===== config.mk =====
export PLATFORM = sky130hd
export DESIGN_NAME = lp_halt_wake
export DESIGN_NICKNAME = d
export VERILOG_FILES = /design/src/verilog/lp_pkg.sv /design/src/verilog/lf_wake_timer.sv /design/src/verilog/lp_halt_wake.sv
export SDC_FILE = /design/constraint.sdc
export NUM_CORES = 1
export LEC_CHECK = 0
export ABC_AREA = 1
export BUFFER_PORTS_ARGS = -buffer_cell sky130_fd_sc_hd__buf_2
export CAP_MARGIN = 20
export CORE_AREA = 3 3 158 160
export CTS_BUF_LIST = sky130_fd_sc_hd__clkbuf_16
export DETAILED_ROUTE_END_ITERATION = 6
export DIE_AREA = 0 0 161 163
export HOLD_SLACK_MARGIN = 0.15
export MAX_ROUTING_LAYER = met4
export PLACE_DENSITY = 0.38
export RECOVER_POWER = 50
export SYNTH_ARGS = -nofsm -noshare
export SYNTH_HDL_FRONTEND = slang
export SYNTH_SLANG_ARGS = --single-unit
export TNS_END_PERCENT = 1

===== constraint.sdc =====
create_clock -name clk -period 2.5 [get_ports clk]
set_input_delay 0.5 -clock clk [delete_from_list [all_inputs] [get_ports clk]]
set_output_delay 0.5 -clock clk [all_outputs]
set_load 0.005 [all_outputs]

===== src/verilog/lp_pkg.sv =====
// Constants, register map and types for the low-power halt and wake-up block
`default_nettype none

package lp_pkg;

  // Register indices, byte address is four times the index
  localparam logic [5:0] IDX_CLK_MODE  = 6'h03;
  localparam logic [5:0] IDX_MISC      = 6'h04;
  localparam logic [5:0] IDX_PIN_WAKE  = 6'h05;
  localparam logic [5:0] IDX_STATUS    = 6'h06;

  // Clock mode fields
  localparam int unsigned CLKMD_XTAL_BIT = 1;
  localparam int unsigned CLKMD_LF_BIT   = 2;
  localparam int unsigned CLKMD_HF_BIT   = 4;
  // Misc control fields
  localparam int unsigned MISC_FAST_BIT  = 5;

  // Reset values
  localparam logic [7:0] CLKMD_RST     = 8'h14;
  localparam logic [7:0] MISC_RST      = 8'h00;
  localparam logic [7:0] PIN_WAKE_RST  = 8'h00;

  // Wake-up lengths in low-frequency oscillator periods
  localparam int unsigned WAKE_NORMAL_LF = 3000;
  localparam int unsigned WAKE_FAST_LF   = 45;
  localparam int unsigned WAKE_CNT_W     = 12;

  // Number of wake-capable pins
  localparam int unsigned PIN_COUNT      = 8;

  // Power states
  typedef enum logic [1:0] {PM_RUN, PM_LIGHT, PM_DEEP, PM_WAKE} pm_state_t;

endpackage

`default_nettype wire


===== src/verilog/lf_wake_timer.sv =====
// Wake-up delay counter stepped by low-frequency oscillator ticks
`default_nettype none

module lf_wake_timer #(
  parameter int unsigned CNT_W  = lp_pkg::WAKE_CNT_W,
  parameter int unsigned NORMAL = lp_pkg::WAKE_NORMAL_LF,
  parameter int unsigned FAST   = lp_pkg::WAKE_FAST_LF
) (
  // Clock and reset
  input  wire logic clk,
  input  wire logic nrst,
  input  wire logic ce,
  // Control
  input  wire logic start,
  input  wire logic fast,
  input  wire logic tick,
  // Result
  output logic      done
);
  import lp_pkg::*;

  typedef struct packed {
    logic             busy;
    logic             done;
    logic [CNT_W-1:0] cnt;
  } tmr_st_t;

  tmr_st_t          q;
  tmr_st_t          d;
  logic [CNT_W-1:0] limit;

  assign limit = fast ? CNT_W'(FAST) : CNT_W'(NORMAL);
  assign done  = q.done;

  // Count ticks from start, pulse done on the last one
  always_comb begin
    d      = q;
    d.done = 1'b0;
    if (start) begin
      d.busy = 1'b1;
      d.cnt  = '0;
    end else if (q.busy && tick) begin
      if (q.cnt + CNT_W'(1) == limit) begin
        d.busy = 1'b0;
        d.done = 1'b1;
      end else begin
        d.cnt = q.cnt + CNT_W'(1);
      end
    end
  end

  // State register
  always_ff @(posedge clk or negedge nrst) begin
    if (!nrst) begin
      q <= '0;
    end else if (ce) begin
      q <= d;
    end
  end

endmodule

`default_nettype wire


===== src/verilog/lp_halt_wake.sv =====
// Halt state control, wake-up source selection and AHB-Lite registers
`default_nettype none

module lp_halt_wake #(
  parameter int unsigned PINS   = lp_pkg::PIN_COUNT,
  parameter int unsigned NORMAL = lp_pkg::WAKE_NORMAL_LF,
  parameter int unsigned FAST   = lp_pkg::WAKE_FAST_LF
) (
  // Clock, reset, enable
  input  wire logic             clk,
  input  wire logic             nrst,
  input  wire logic             ce,
  // AHB-Lite slave
  input  wire logic             hsel,
  input  wire logic [31:0]      haddr,
  input  wire logic [1:0]       htrans,
  input  wire logic             hwrite,
  input  wire logic [2:0]       hsize,
  input  wire logic [31:0]      hwdata,
  input  wire logic             hready,
  output logic      [31:0]      hrdata,
  output logic                  hreadyout,
  output logic                  hresp,
  // CPU core
  input  wire logic             halt_deep,
  input  wire logic             halt_light,
  output logic                  resume,
  output logic                  system_clock_en,
  // Fast boot option strap
  input  wire logic             fast_boot_opt,
  // Wake-up sources
  input  wire logic [PINS-1:0]  wake_pin,
  input  wire logic             timer_hit,
  input  wire logic             timer_on_sys_clk,
  input  wire logic             cmp_wake,
  input  wire logic             low_freq_rc_osc,
  // Power controls
  output logic                  high_freq_rc_en,
  output logic                  low_freq_rc_en,
  output logic                  crystal_osc_en,
  output logic                  otp_power_en,
  output logic                  state_hold
);
  import lp_pkg::*;

  typedef struct packed {
    pm_state_t       state;
    logic [7:0]      clkmd;
    logic [7:0]      misc;
    logic [PINS-1:0] dier;
    logic [PINS-1:0] pin_s1;
    logic [PINS-1:0] pin_s2;
    logic [PINS-1:0] pin_prev;
    logic            lf_s1;
    logic            lf_s2;
    logic            lf_prev;
    logic            strap_done;
    logic            fast_boot;
    logic            wake_fast;
    logic            wake_start;
    logic            resume;
    logic [2:0]      cause;
    logic            sys_en;
    logic            hf_en;
    logic            lf_en;
    logic            xt_en;
    logic            otp_en;
    logic            hold;
    logic            ap_valid;
    logic            ap_write;
    logic [5:0]      ap_idx;
    logic [31:0]     hrdata;
  } st_t;

  st_t  q;
  st_t  d;
  logic pin_wake;
  logic tmr_wake;
  logic lf_tick;
  logic fast_sel;
  logic cnt_done;
  logic accept;
  logic mapped;

  ////////////////////////////////////////////////////////////////////////////
  // Wake event decode

  // Toggle of a synchronised pin with its input enable set
  assign pin_wake = |((q.pin_s2 ^ q.pin_prev) & q.dier);
  // Timer hit counts only when the timer runs from another clock
  assign tmr_wake = timer_hit & ~timer_on_sys_clk;
  assign lf_tick  = q.lf_s2 & ~q.lf_prev;
  // Strap forces fast, else the misc bit chooses
  assign fast_sel = q.fast_boot | q.misc[MISC_FAST_BIT];
  assign accept   = hsel & htrans[1] & hready;
  assign mapped   = haddr[31:8] == 24'h000000;

  lf_wake_timer #(
    .CNT_W  (WAKE_CNT_W),
    .NORMAL (NORMAL),
    .FAST   (FAST)
  ) u_timer (
    .clk   (clk),
    .nrst  (nrst),
    .ce    (ce),
    .start (q.wake_start),
    .fast  (q.wake_fast),
    .tick  (lf_tick),
    .done  (cnt_done)
  );

  ////////////////////////////////////////////////////////////////////////////
  // Next state

  always_comb begin
    d            = q;
    d.pin_s1     = wake_pin;
    d.pin_s2     = q.pin_s1;
    d.pin_prev   = q.pin_s2;
    d.lf_s1      = low_freq_rc_osc;
    d.lf_s2      = q.lf_s1;
    d.lf_prev    = q.lf_s2;
    d.wake_start = 1'b0;
    d.resume     = 1'b0;
    // Strap caught once after reset release
    if (!q.strap_done) begin
      d.strap_done = 1'b1;
      d.fast_boot  = fast_boot_opt;
    end
    // Power state machine
    unique case (q.state)
      PM_RUN: begin
        if (halt_deep) begin
          d.state = PM_DEEP;
          d.cause = 3'h0;
        end else if (halt_light) begin
          d.state = PM_LIGHT;
          d.cause = 3'h0;
        end
      end
      PM_LIGHT: begin
        if (pin_wake | tmr_wake | cmp_wake) begin
          d.state      = PM_WAKE;
          d.cause      = {cmp_wake, tmr_wake, pin_wake};
          d.wake_fast  = fast_sel;
          d.wake_start = 1'b1;
        end
      end
      PM_DEEP: begin
        if (pin_wake) begin
          d.state      = PM_WAKE;
          d.cause      = 3'h1;
          d.wake_fast  = fast_sel;
          d.wake_start = 1'b1;
        end
      end
      PM_WAKE: begin
        if (cnt_done) begin
          d.state  = PM_RUN;
          d.resume = 1'b1;
        end
      end
    endcase
    // Register writes, frozen in deep power-down
    if (q.ap_valid && q.ap_write && q.state != PM_DEEP) begin
      unique case (q.ap_idx)
        IDX_CLK_MODE: d.clkmd = hwdata[7:0];
        IDX_MISC:     d.misc  = hwdata[7:0];
        IDX_PIN_WAKE: d.dier  = hwdata[PINS-1:0];
        default:      d.dier  = q.dier;
      endcase
    end
    // Power outputs follow the next state
    d.sys_en = d.state == PM_RUN;
    d.hf_en  = d.state != PM_DEEP && d.clkmd[CLKMD_HF_BIT];
    d.lf_en  = d.state != PM_DEEP && d.clkmd[CLKMD_LF_BIT];
    d.xt_en  = d.state != PM_DEEP && d.clkmd[CLKMD_XTAL_BIT];
    d.otp_en = d.state != PM_DEEP;
    d.hold   = d.state != PM_RUN;
    // Bus address phase and read data
    d.ap_valid = accept & mapped;
    d.ap_write = hwrite;
    d.ap_idx   = haddr[7:2];
    d.hrdata   = 32'h00000000;
    if (accept && !hwrite && mapped) begin
      unique case (haddr[7:2])
        IDX_CLK_MODE: d.hrdata[7:0]      = d.clkmd;
        IDX_MISC:     d.hrdata[7:0]      = d.misc;
        IDX_PIN_WAKE: d.hrdata[PINS-1:0] = d.dier;
        IDX_STATUS:   d.hrdata[5:0]      = {d.fast_boot, d.cause, d.state};
        default:      d.hrdata           = 32'h00000000;
      endcase
    end
  end

  ////////////////////////////////////////////////////////////////////////////
  // State register

  always_ff @(posedge clk or negedge nrst) begin
    if (!nrst) begin
      q        <= '0;
      q.state  <= PM_RUN;
      q.clkmd  <= CLKMD_RST;
      q.misc   <= MISC_RST;
      q.dier   <= PINS'(PIN_WAKE_RST);
      q.sys_en <= 1'b1;
      q.otp_en <= 1'b1;
      q.hf_en  <= CLKMD_RST[CLKMD_HF_BIT];
      q.lf_en  <= CLKMD_RST[CLKMD_LF_BIT];
      q.xt_en  <= CLKMD_RST[CLKMD_XTAL_BIT];
    end else if (ce) begin
      q <= d;
    end
  end

  // Outputs straight from flops, hreadyout and hresp tied to constants
  assign hrdata          = q.hrdata;
  assign hreadyout       = 1'b1;
  assign hresp           = 1'b0;
  assign resume          = q.resume;
  assign system_clock_en = q.sys_en;
  assign high_freq_rc_en = q.hf_en;
  assign low_freq_rc_en  = q.lf_en;
  assign crystal_osc_en  = q.xt_en;
  assign otp_power_en    = q.otp_en;
  assign state_hold      = q.hold;

  ////////////////////////////////////////////////////////////////////////////
  // Checks

  // Ticks seen by the delay counter during the wake state
  logic [WAKE_CNT_W-1:0] tick_seen;

  always_ff @(posedge clk or negedge nrst) begin
    if (!nrst) begin
      tick_seen <= '0;
    end else if (ce) begin
      if (q.state != PM_WAKE || q.wake_start) begin
        tick_seen <= '0;
      end else if (lf_tick) begin
        tick_seen <= tick_seen + WAKE_CNT_W'(1);
      end
    end
  end
endmodule

`default_nettype wire


=== After elaboration in Yosys (flattened, before gate mapping) ===
Cells that the tools add are included.

* Equal/unequal tests: 16
* Add/subtract/negate cells: 1
* Reduce and logical (&&, ||, !) cells: 20
* Mux-type cells: 31
* Bitwise gates (word level): 12

{| class="wikitable"
|+ Operator list
! cell !! count
|-
| $mux 12 || 3
|-
| $mux 8 || 4
|-
| $eq 6x3->1 const B || 5
|-
| $logic_not 24->1 || 1
|-
| $mux 24 || 1
|-
| $pmux 6 s4 || 1
|-
| $mux 2 || 8
|-
| $mux 14 || 1
|-
| $add 12x1->12 const B || 1
|-
| $eq 12x12->1 || 1
|-
| $eq 6x2->1 const B || 2
|-
| $mux 3 || 4
|-
| $ne 2x2->1 const B || 5
|-
| $pmux 3 s3 || 1
|-
| $and 8x8->8 || 1
|-
| $logic_and 1x1->1 || 8
|-
| $pmux 2 s4 || 1
|-
| $reduce_bool 2->1 || 4
|-
| $reduce_or 8->1 || 1
|-
| $xor 8x8->8 || 1
|-
| $pmux 2 s3 || 1
|-
| $reduce_and 3->1 || 2
|-
| $and 1x1->1 || 5
|-
| $mux 1 || 5
|-
| other kinds (8) || 13
|}

* Logic and storage cells: 109
* Register bits: 121
* Output and inout bits: 41

=== Logic depth before layout (Yosys ltp) ===
Gate-level depths: netlist (run 1).

* Word-level depth: 9
* Depth in mapped cells: 16

=== Modules after synthesis ===
From an unflattened synthesis (run 1), not the netlist that was laid out.

* Cells, all modules: 764
* Area, all modules: 5611.6 um2

{| class="wikitable"
|+ By module, submodules not included
! module !! cells an instance !! area each (um2) !! times used
|-
| lp_halt_wake || 587 || 4500.6 || 1
|-
| lf_wake_timer || 177 || 1111.1 || 1
|}

=== Worst setup path after synthesis (run 1) ===
No wires, ideal clock.

* Kind: flip-flop to flip-flop
* Start point: register q[105] (netlist name)
* End point: register q, in the netlist hrdata[2]
* Stages on the path, launching flop included: 14
* Library setup time: 117 ps
* Setup slack: 675 ps
* Data arrival time: 1708 ps
* Data required time: 2383 ps
* Path buffers: 1
* Clock period less this slack: 1825 ps
* Cell sequence: dfrtp_1 inv_1 ha_1 inv_1 nand3_1 inv_1 nand3_1 buf_2 o21ai_0 o22ai_1 nor2_1 nand2_1 nand2_1 nand2_1

* Cells in the longest elaborated chain, start to end: 5
* Elaborated cells on any way between the ends: 9
* Those cells by class: eq/ne: 3; mux: 4; reduce/logical: 2

{| class="wikitable"
|+ RTL lines
! element !! line !! text
|-
| start: declaration || lp_halt_wake.sv:75 || <nowiki>st_t q;</nowiki>
|-
| $ne 2x2->1 || lp_halt_wake.sv:165 || <nowiki>if (q.ap_valid && q.ap_write && q.state != PM_DEEP) begin</nowiki>
|-
| $logic_and 1x1->1 || lp_halt_wake.sv:165 ||
|-
| $mux 24 || lp_halt_wake.sv:165 ||
|-
| $pmux 6 s4 (*) || lp_halt_wake.sv:186 || <nowiki>unique case (haddr[7:2])</nowiki>
|-
| $mux 8 (*) || lp_halt_wake.sv:185 || <nowiki>if (accept && !hwrite && mapped) begin</nowiki>
|}

Mark *: on every way between the ends. The rest lies on a longest branch, timed or not.
A chain may end at the register's enable or synchronous reset.

=== Worst setup path after layout (run 1) ===
* Start point: register q[105] (netlist name)
* End point: register q, in the netlist hrdata[0]

* Cells in the longest elaborated chain, start to end: 5
* Elaborated cells on any way between the ends: 15
* Those cells by class: eq/ne: 4; mux: 9; reduce/logical: 2

{| class="wikitable"
|+ RTL lines
! element !! line
|-
| $mux 2 / $ne 2x2->1 (equally long branches) || lp_halt_wake.sv:136, lp_halt_wake.sv:165
|-
| $mux 2 / $logic_and 1x1->1 (equally long branches) || lp_halt_wake.sv:133, lp_halt_wake.sv:165
|-
| $pmux 2 s4 / $mux 24 (equally long branches) || lp_halt_wake.sv:131, lp_halt_wake.sv:165
|-
| $pmux 6 s4 (*) || lp_halt_wake.sv:186
|-
| $mux 8 (*) || lp_halt_wake.sv:185
|}

Marked as above.

==> results.cfg, run 1 <==
[timing]
slew_headroom_pct = 10.35
timing.final.hold_violations = 0
layout_min_cycle_time_ns = 2.211
fin_ws_ns = 0.2895
tightest_slew_ns = 1.345
finalCritPeriodShare_pct = 88.42
rsz0062_at_grt = false
setup_tns_ns = 0
clock.fmax_mhz = 452.4
slew_violations = 0
finClkSkew_ns = 0.009961
finalSetupViolations = 0

[worst_setup_path]
crit_end = hrdata[0]
arrival_ns = 2.44
r2r-start = q[105]
critPathLaunchType = register
path_buf_inv = 4
r2r_slack_ns = 0.29
crit_start = q[105]
path_delay_family = simple AND/OR/NAND/NOR gates
crit_fanout = 12
critPathKind = register to register
crit_cells = 13
max_stage_delay_ns = 0.39
path_cells = inv_1 -> ha_1 -> inv_1 -> nand3_1 -> inv_1 -> nand3_1 -> buf_4 -> o21ai_0 -> o22ai_1 -> nor2_1 -> nand2_1 -> nand2_1 -> nand2_1
reg2reg_depth = 13
end_kind = register
timing.rr.end = hrdata[0]
slowest_stage = dfrtp_1
worstPathRequired_ns = 2.73

[power_and_ir_drop]
sequentialPowerShare_pct = 44.7
pwr_density_cell_nw_per_um2 = 701.1
power_leakage_nw = 3.171
p_int_mw = 2.962
ir_drop_mv = 0.2666
comb_power_share_pct = 24.5
switching_power_mw = 1.450
pwr-share-clk_pct = 30.8
power.share.switching_pct = 32.87

[synthesis]
ys_seq_area_share_pct = 44.95
ys_warn_count = 0
ys_top_cells_by_count = nand2_1, dfrtp_1, o21ai_0
synth_cells = 718
synth_edf_count = 0
synth_flop_cell = dfrtp_1
synth_cell_types = 38
synthTopCellsByArea = dfrtp_1, nand2_1, o21ai_0
synth_top_area_cell = dfrtp_1
synth_async_sr_flop_share_pct = 100.0
yosysMostFrequentCell = nand2_1
syn-cell-area_sq_um = 5416
synth_top_area_share_pct = 42.04
ys_ff_latch = 97
synth_area_per_cell_sq_um = 7.544

[job]
cap_violations = 0

[clock_network]
cts_sinks = 97
clockBufferDepth = 2
cts-root-buf = clkbuf_16
cts_inserted_buffers = 9
clk_latency_ns = 0.35
cts_tree = done
clk_pin_slew_worst_paths_ns = 0.07
cts_setup_buffers = 0
htreeDepth = 3

[die]
die_x_microns = 161
io_pins = 131
die_y_microns = 163
coreArea_sq_um = 23540
rows = 56
dieArea_sq_um = 26240
initial_core_util_pct = 23.01

[drt]
drt_iter0_markers = 233
viasPerCell = 4.107
drt_pass1_iterations = 4
wl_per_cell_microns = 13.24
wl_mm = 14.67
ant_nets = 0
vias = 4551
drc = 0

[cells_and_area]
drive_gt1_share_pct = 16.12
num-nets-final = 878
syn_to_final_growth_pct = 16.19
final_area_sq_um = 6294

[status]
outcome = finished, final reports clean

[place]
portBuffers = 74
placed_cell_area_sq_um = 6032
place_congestion = 0.7530
hpwlAfterDp_mm = 10.72
preCtsSetupSlack_ns = 0.1097

[global_routing]
grt_pass1_wl_mm = 23.94
grt_max_degree = 78
antenna_found_initial = 1
global_route.usage.met1_pct = 15.30
gr-usage-met3_pct = 2.518
grt_pass1_vias = 4657
grt_util_met2_pct = 19.04
gr-total-overflow = 0
top_usage_layer = met2
grt_usage_pct = 11.80

[hold_path]
min_path_cells = 3
holdCritPathClass = input pin to register
-- worst min-delay path, stage by stage --
cell and delay [ns]:
buf_2 0.07, nand2_1 0.04, nand2_1 0.05
-- cell families after synthesis --
group | synth area share, %
AO/OA/AOI/OAI | 10.28
XOR/XNOR | 1.271
adder cells (fa/ha/maj) | 1.155
buffers and inverters | 12.08
flip-flops | 44.95
multiplexers | 1.848
other | 0.1387
AND/OR/NAND/NOR | 28.27
-- state kept, by name, indices dropped and copies added (netlist names) --
name,cells
crystal_osc_en,1
d,18
high_freq_rc_en,1
hrdata,8
low_freq_rc_en,1
otp_power_en,1
q,50
resume,1
state_hold,1
system_clock_en,1
u_timer.done,1
u_timer.q,13
-- layer usage --
metal / vias up / routed length (microns)
li1: 2367 / -
met1: 2124 / 7289
met2: 49 / 6813
met3: 11 / 408
met4: 0 / 156
met5: - / 0
-- power by group through the flow --
stage	registers (mW)	logic [mW]	clock network, mW
CTS	1.97	1.11	1.43
detailed placement	2.00	1.11	0
finish	1.97	1.08	1.36
global route	2.01	1.27	1.48
floorplan	1.97	0.739	0
global placement	2.00	1.11	0
-- metrics by stage --
| stage | hold WS, ns | util, % | instances | power (mW) |
|---|---|---|---|---|
| final | 0.3442 | 26.73 | 1108 | 4.413 |
| after global routing | 0.3606 | 26.73 | 1108 | 4.754 |
| after CTS | 0.3282 | 26.86 | 1107 | 4.517 |
| after detailed placement | 0.4600 | 25.62 | 1090 | 3.108 |
| after global placement | 0.4594 | 25.62 | 1090 | 3.114 |
| after floorplan | 0.2044 | - | 742 | 2.710 |
-- final cells by class --
type	count	area (sq um)
inverters	76	285.3
fillers	2668	17250
flip-flops and latches	97	2435
repair buffers	88	467.9
clock inverters	7	56.30
well taps	319	399.1
multi-input cells	511	2422
diodes	1	2.502
clock buffers	9	225.2
-- repair_timing --
| action | 4_1_cts | 5_1_grt |
|---|---|---|
| endpoints found under the hold margin | 28 | 0 |
| setup endpoints to repair | 0 | 8 |
| hold buffers | 1 | 0 |
| gates resized for setup | 0 | 1 |
-- how the worst min path moves through the flow --
stage,from,to
global placement,d[65],d[65]
global route,wake_pin[1],d[66]
detailed placement,d[65],d[65]
CTS,wake_pin[3],d[68]
finish,wake_pin[3],d[68]
floorplan,nrst,crystal_osc_en
-- placed cells by master, fill, tap and decap left out, types with 3 or more instances in the layout --
cell,instances
buf_2,73
dfrtp_1,91
inv_2,3
clkbuf_16,9
xnor2_1,3
ha_1,5
nand3_2,5
nor2_1,53
o22ai_1,7
dfstp_2,6
inv_1,75
a21oi_1,6
nor2_2,3
nand2_1,209
nand3_1,59
xor2_1,3
buf_4,9
clkinv_1,3
o21ai_0,85
nor3_1,5
mux2i_1,10
nand4_1,5
or2_2,5
nor4_1,4
nand2_2,4
conb_1,26
Power figures use the tool's default switching activity.
==> run 2, diff against run 1 <==
clock period = 2.35 ns   (was 2.5 ns; I/O delays follow)
==> results.cfg, run 2 (synthesized netlist as in run 1, its figures left out) <==
[job]
cap_violations = 0

[worst_setup_path]
worstPathRequired_ns = 2.59
critPathKind = register to register
path_cells = inv_1 -> ha_1 -> inv_1 -> nand3_1 -> inv_1 -> nand3_1 -> buf_12 -> o21ai_0 -> o22ai_1 -> nor2_1 -> nand2_1 -> nand2_1 -> nand2_1
slowest_stage = dfrtp_1
r2r_slack_ns = 0.17
end_kind = register
crit_fanout = 12
arrival_ns = 2.42
timing.rr.end = hrdata[0]
critPathLaunchType = register
max_stage_delay_ns = 0.34
r2r-start = q[105]
reg2reg_depth = 13

[place]
hpwlAfterDp_mm = 10.61
portBuffers = 74
placed_cell_area_sq_um = 6097
preCtsSetupSlack_ns = 0.2034
place_congestion = 0.7738

[global_routing]
antenna_found_initial = 2
global_route.usage.met1_pct = 15.35
grt_pass1_wl_mm = 23.77
grt_usage_pct = 11.82
top_usage_layer = met2
grt_util_met2_pct = 18.67
gr-total-overflow = 0
gr-usage-met3_pct = 2.696
grt_pass1_vias = 4436
grt_max_degree = 78

[hold_path]
holdCritPathClass = input pin to register
min_to = d[70]
min_path_cells = 3
worstHoldStart = wake_pin[5]

[cells_and_area]
num-nets-final = 880
layout_commonest_cell = nand2_1
layout_common_cells = nand2_1, dfrtp_1, o21ai_0
nFillCells = 2658
top_register = q
final_area_sq_um = 6379
largest_reg_flops = 50
syn_to_final_growth_pct = 17.76
drive_gt1_share_pct = 16.22
multi_input_area_sq_um = 2425
seq_area_sq_um = 2435

[timing]
setup_tns_ns = 0
layout_min_cycle_time_ns = 2.179
finalCritPeriodShare_pct = 92.74
fin_ws_ns = 0.1707
slew_violations = 0
timing.final.hold_violations = 0
finClkSkew_ns = 0.007497
slew_headroom_pct = 31.42
rsz0062_at_grt = false
clock.fmax_mhz = 458.9
finalSetupViolations = 0
tightest_slew_ns = 1.029

[clock_network]
cts_tree = done
cts_sinks = 97
clk_pin_slew_worst_paths_ns = 0.06
cts_inserted_buffers = 9
clockBufferDepth = 2
cts-root-buf = clkbuf_16
clk_latency_ns = 0.35
htreeDepth = 3

[die]
rows = 56
die_y_microns = 163
dieArea_sq_um = 26240
die_x_microns = 161
coreArea_sq_um = 23540
initial_core_util_pct = 23.01
io_pins = 131

[drt]
drc = 0
vias = 4577
drt_pass1_iterations = 4
wl_mm = 14.67
ant_nets = 0
viasPerCell = 4.123
wl_per_cell_microns = 13.22
drt_iter0_markers = 226

[power_and_ir_drop]
pwr-share-clk_pct = 30.4
ir_drop_mv = 0.2961
pwr_density_cell_nw_per_um2 = 739.8
power_leakage_nw = 3.212
sequentialPowerShare_pct = 44.1
switching_power_mw = 1.546
p_int_mw = 3.173
p_total_mw = 4.719
power.share.switching_pct = 32.76
comb_power_share_pct = 25.5

[status]
outcome = finished, final reports clean
-- run 2: cell types whose count changed in the layout (fill, tap and decap cells not counted) --
cell / change
buf_12: +5
nand3_2: -2
buf_2: -1
clkbuf_1: -1
clkbuf_2: -1
clkinv_1: +1
clkinv_2: +1
clkinvlp_4: -1
diode_2: +1
inv_1: -1
inv_2: -1
nand3_1: +1
nand3_4: +1
-- run 2: worst max-delay path, delay by kind of cell (launching register included) --
kind / cells / cell delay, ns
AO/OA/AOI/OAI: 2 / 0.34
adder cells (fa/ha/maj): 1 / 0.22
AND/OR/NAND/NOR: 6 / 0.71
buffers and inverters: 4 / 0.45
flip-flops: 1 / 0.34
-- run 2: final cells by class --
type,instances,area share [%]
Sequential cell,97,38.17
Multi-Input combinational cell,511,38.01
Timing Repair Buffer,90,8.690
Tap cell,319,6.257
Inverter,76,4.472
Clock buffer,9,3.531
Clock inverter,6,0.7846
Antenna cell,2,0.07846
-- run 2: timing repair --
item                       4_1_cts  5_1_grt
hold endpoints to repair        36        0
setup endpoints to repair        0        2
setup buffers                    0        0
hold buffers                     1        0
gates resized for setup          0        1
-- run 2: power groups by stage --
stage	sequential [mW]	clock, mW	combinational [mW]
final	2.08	1.44	1.20
after global routing	2.12	1.56	1.40
after CTS	2.08	1.51	1.23
after detailed placement	2.12	0	1.22
after global placement	2.11	0	1.23
after floorplan	2.10	0	0.786
-- run 2: worst max path at each step --
stage	startpoint	endpoint	slack, ns	cells after the start
after floorplan	q[105]	hrdata[2]	0.53	13
after global placement	q[105]	hrdata[1]	0.20	13
after detailed placement	q[105]	hrdata[1]	0.20	13
after CTS	q[105]	hrdata[1]	0.18	13
after global routing	q[105]	hrdata[4]	0.002	13
final	q[105]	hrdata[0]	0.17	13
-- run 2: through the flow --
| step | hold slack [ns] | util (%) | std cells |
|---|---|---|---|
| floorplan | 0.1744 | - | 742 |
| global placement | 0.4592 | 25.90 | 1092 |
| detailed placement | 0.4591 | 25.90 | 1092 |
| CTS | 0.3054 | 27.11 | 1108 |
| global route | 0.3097 | 27.09 | 1110 |
| finish | 0.3192 | 27.09 | 1110 |
-- run 2: metal layers --
layer / vias up / share of wire (%)
li1: 2373 / -
met1: 2124 / 49
met2: 67 / 46
met3: 13 / 3.8
met4: 0 / 1.2
met5: - / 0
==> run 3, diff against run 2 <==
==> constraint.sdc (replaced) <==
create_clock -name clk -period 2.35 [get_ports clk]
set_input_delay 0.235 -clock clk [delete_from_list [all_inputs] [get_ports clk]]
set_output_delay 0.235 -clock clk [all_outputs]
set_load 0.005 [all_outputs]
==> results.cfg, run 3 (synthesized netlist as in run 1, its figures left out) <==
[cells_and_area]
syn_to_final_growth_pct = 19.61
utilization_pct = 27.52
num-nets-final = 893
largest_reg_flops = 50
layout_common_cells = nand2_1, dfrtp_1, o21ai_0
layout_commonest_cell = nand2_1
top_register = q
drive_gt1_share_pct = 16.19

[power_and_ir_drop]
pwr_density_cell_nw_per_um2 = 722.5
p_total_mw = 4.681
power_leakage_nw = 3.243
ir_drop_mv = 0.3174

[drt]
ant_nets = 0
drc = 0
drt_pass1_iterations = 4
wl_mm = 14.45
vias = 4636
wl_per_cell_microns = 12.86
viasPerCell = 4.125
drt_iter0_markers = 174

[clock_network]
cts-root-buf = clkbuf_16
cts_setup_buffers = 0
cts_tree = done
clk_pin_slew_worst_paths_ns = 0.07
cts_sinks = 97
cts_inserted_buffers = 9
htreeDepth = 3
clockBufferDepth = 2
clk_latency_ns = 0.35

[timing]
finalSetupViolations = 0
rsz0062_at_grt = false
finClkSkew_ns = 0.01141
setup_tns_ns = 0
layout_min_cycle_time_ns = 2.119
finalCritPeriodShare_pct = 90.19
hold_slack_ns = 0.2181
timing.final.hold_violations = 0
tightest_slew_ns = 1.401
clock.fmax_mhz = 471.8
slew_headroom_pct = 6.577
slew_violations = 0

[die]
die_y_microns = 163
initial_core_util_pct = 23.01
coreArea_sq_um = 23540
io_pins = 131
die_x_microns = 161
rows = 56
dieArea_sq_um = 26240

[status]
outcome = finished, final reports clean

[place]
place_congestion = 0.7631
hpwlAfterDp_mm = 10.32
portBuffers = 74

[worst_setup_path]
arrival_ns = 2.41
critPathLaunchType = input pin
crit_fanout = 8
r2r_slack_ns = 0.25
end_kind = register
critPathKind = input pin to register
worstPathRequired_ns = 2.64

[hold_path]
holdCritPathClass = input pin to register

[global_routing]
grt_usage_pct = 11.64
grt_pass1_wl_mm = 23.65
grt_pass1_vias = 4495
grt_max_degree = 98
gr-total-overflow = 0
antenna_found_initial = 2

[job]
cap_violations = 0
==> run 3: cell types whose count changed in the layout (fill, tap and decap cells not counted), moves of 2 or more <==
| cell | delta |
|---|---|
| buf_12 | -2 |
| clkinvlp_4 | +3 |
| dlygate4sd3_1 | +15 |
| clkinv_1 | -3 |
==> run 3: layout make-up <==
type | count | area [sq um]
Antenna cell | 2 | 5.005
Clock buffer | 9 | 225.2
Clock inverter | 7 | 45.04
Fill cell | 2627 | 17060
Inverter | 76 | 285.3
Multi-Input combinational cell | 511 | 2417
Sequential cell | 97 | 2435
Tap cell | 319 | 399.1
Timing Repair Buffer | 103 | 666.9
==> run 3: power breakdown <==
part | switching [mW] | internal, mW | total (mW) | leakage [nW]
clock | 0.676 | 0.715 | 1.39 | 0.125
combinational | 0.768 | 0.439 | 1.21 | 1.87
sequential | 0.143 | 1.94 | 2.08 | 1.25
total | 1.59 | 3.09 | 4.68 | 3.24
==> run 3: final timing paths <==
path / from / end / cells after the start
max in group asynchronous: nrst / q[52] / 3
setup / recovery: haddr[7] / hrdata[7] / 11
hold / removal: haddr[4] / q[34] / 3
min in group asynchronous: nrst / q[95] / 3
setup reg to reg: q[105] / hrdata[0] / 13
hold reg to reg: d[55] / d[55] / 2
==> run 3: what timing repair did <==
item,CTS,global route
hold endpoints to repair,106,0
gates resized for setup,0,1
endpoints found under the setup margin,0,1
hold buffers,16,0
==> run 3: per-stage QoR <==
| step | cells | setup WS [ns] | area [sq um] |
|---|---|---|---|
| after CTS | 1122 | 0.1842 | 6487 |
| final | 1124 | 0.2306 | 6479 |
| after detailed placement | 1090 | 0.2200 | 6057 |
| after global routing | 1124 | 0.001737 | 6479 |
| after floorplan | 742 | 0.5252 | 5507 |
| after global placement | 1090 | 0.2284 | 6057 |
==> run 3: metal layers <==
layer  vias to the layer above  track usage [%]  wire [microns]
met5                         -                -               0
met4                         0            2.933             165
met3                        10            2.543             503
met2                        65            18.32            6733
met1                      2156            15.31            7051
li1                       2405                -               -
==> run 3: worst max-delay path, stage by stage <==
cell           delay [ns]
dlygate4sd3_1        0.54
buf_2                0.13
nor2_1               0.20
and2_1               0.17
and2_1               0.17
inv_2                0.11
nand2_1              0.07
inv_1                0.06
nor3_1               0.44
o21ai_0              0.19
nand2_1              0.09
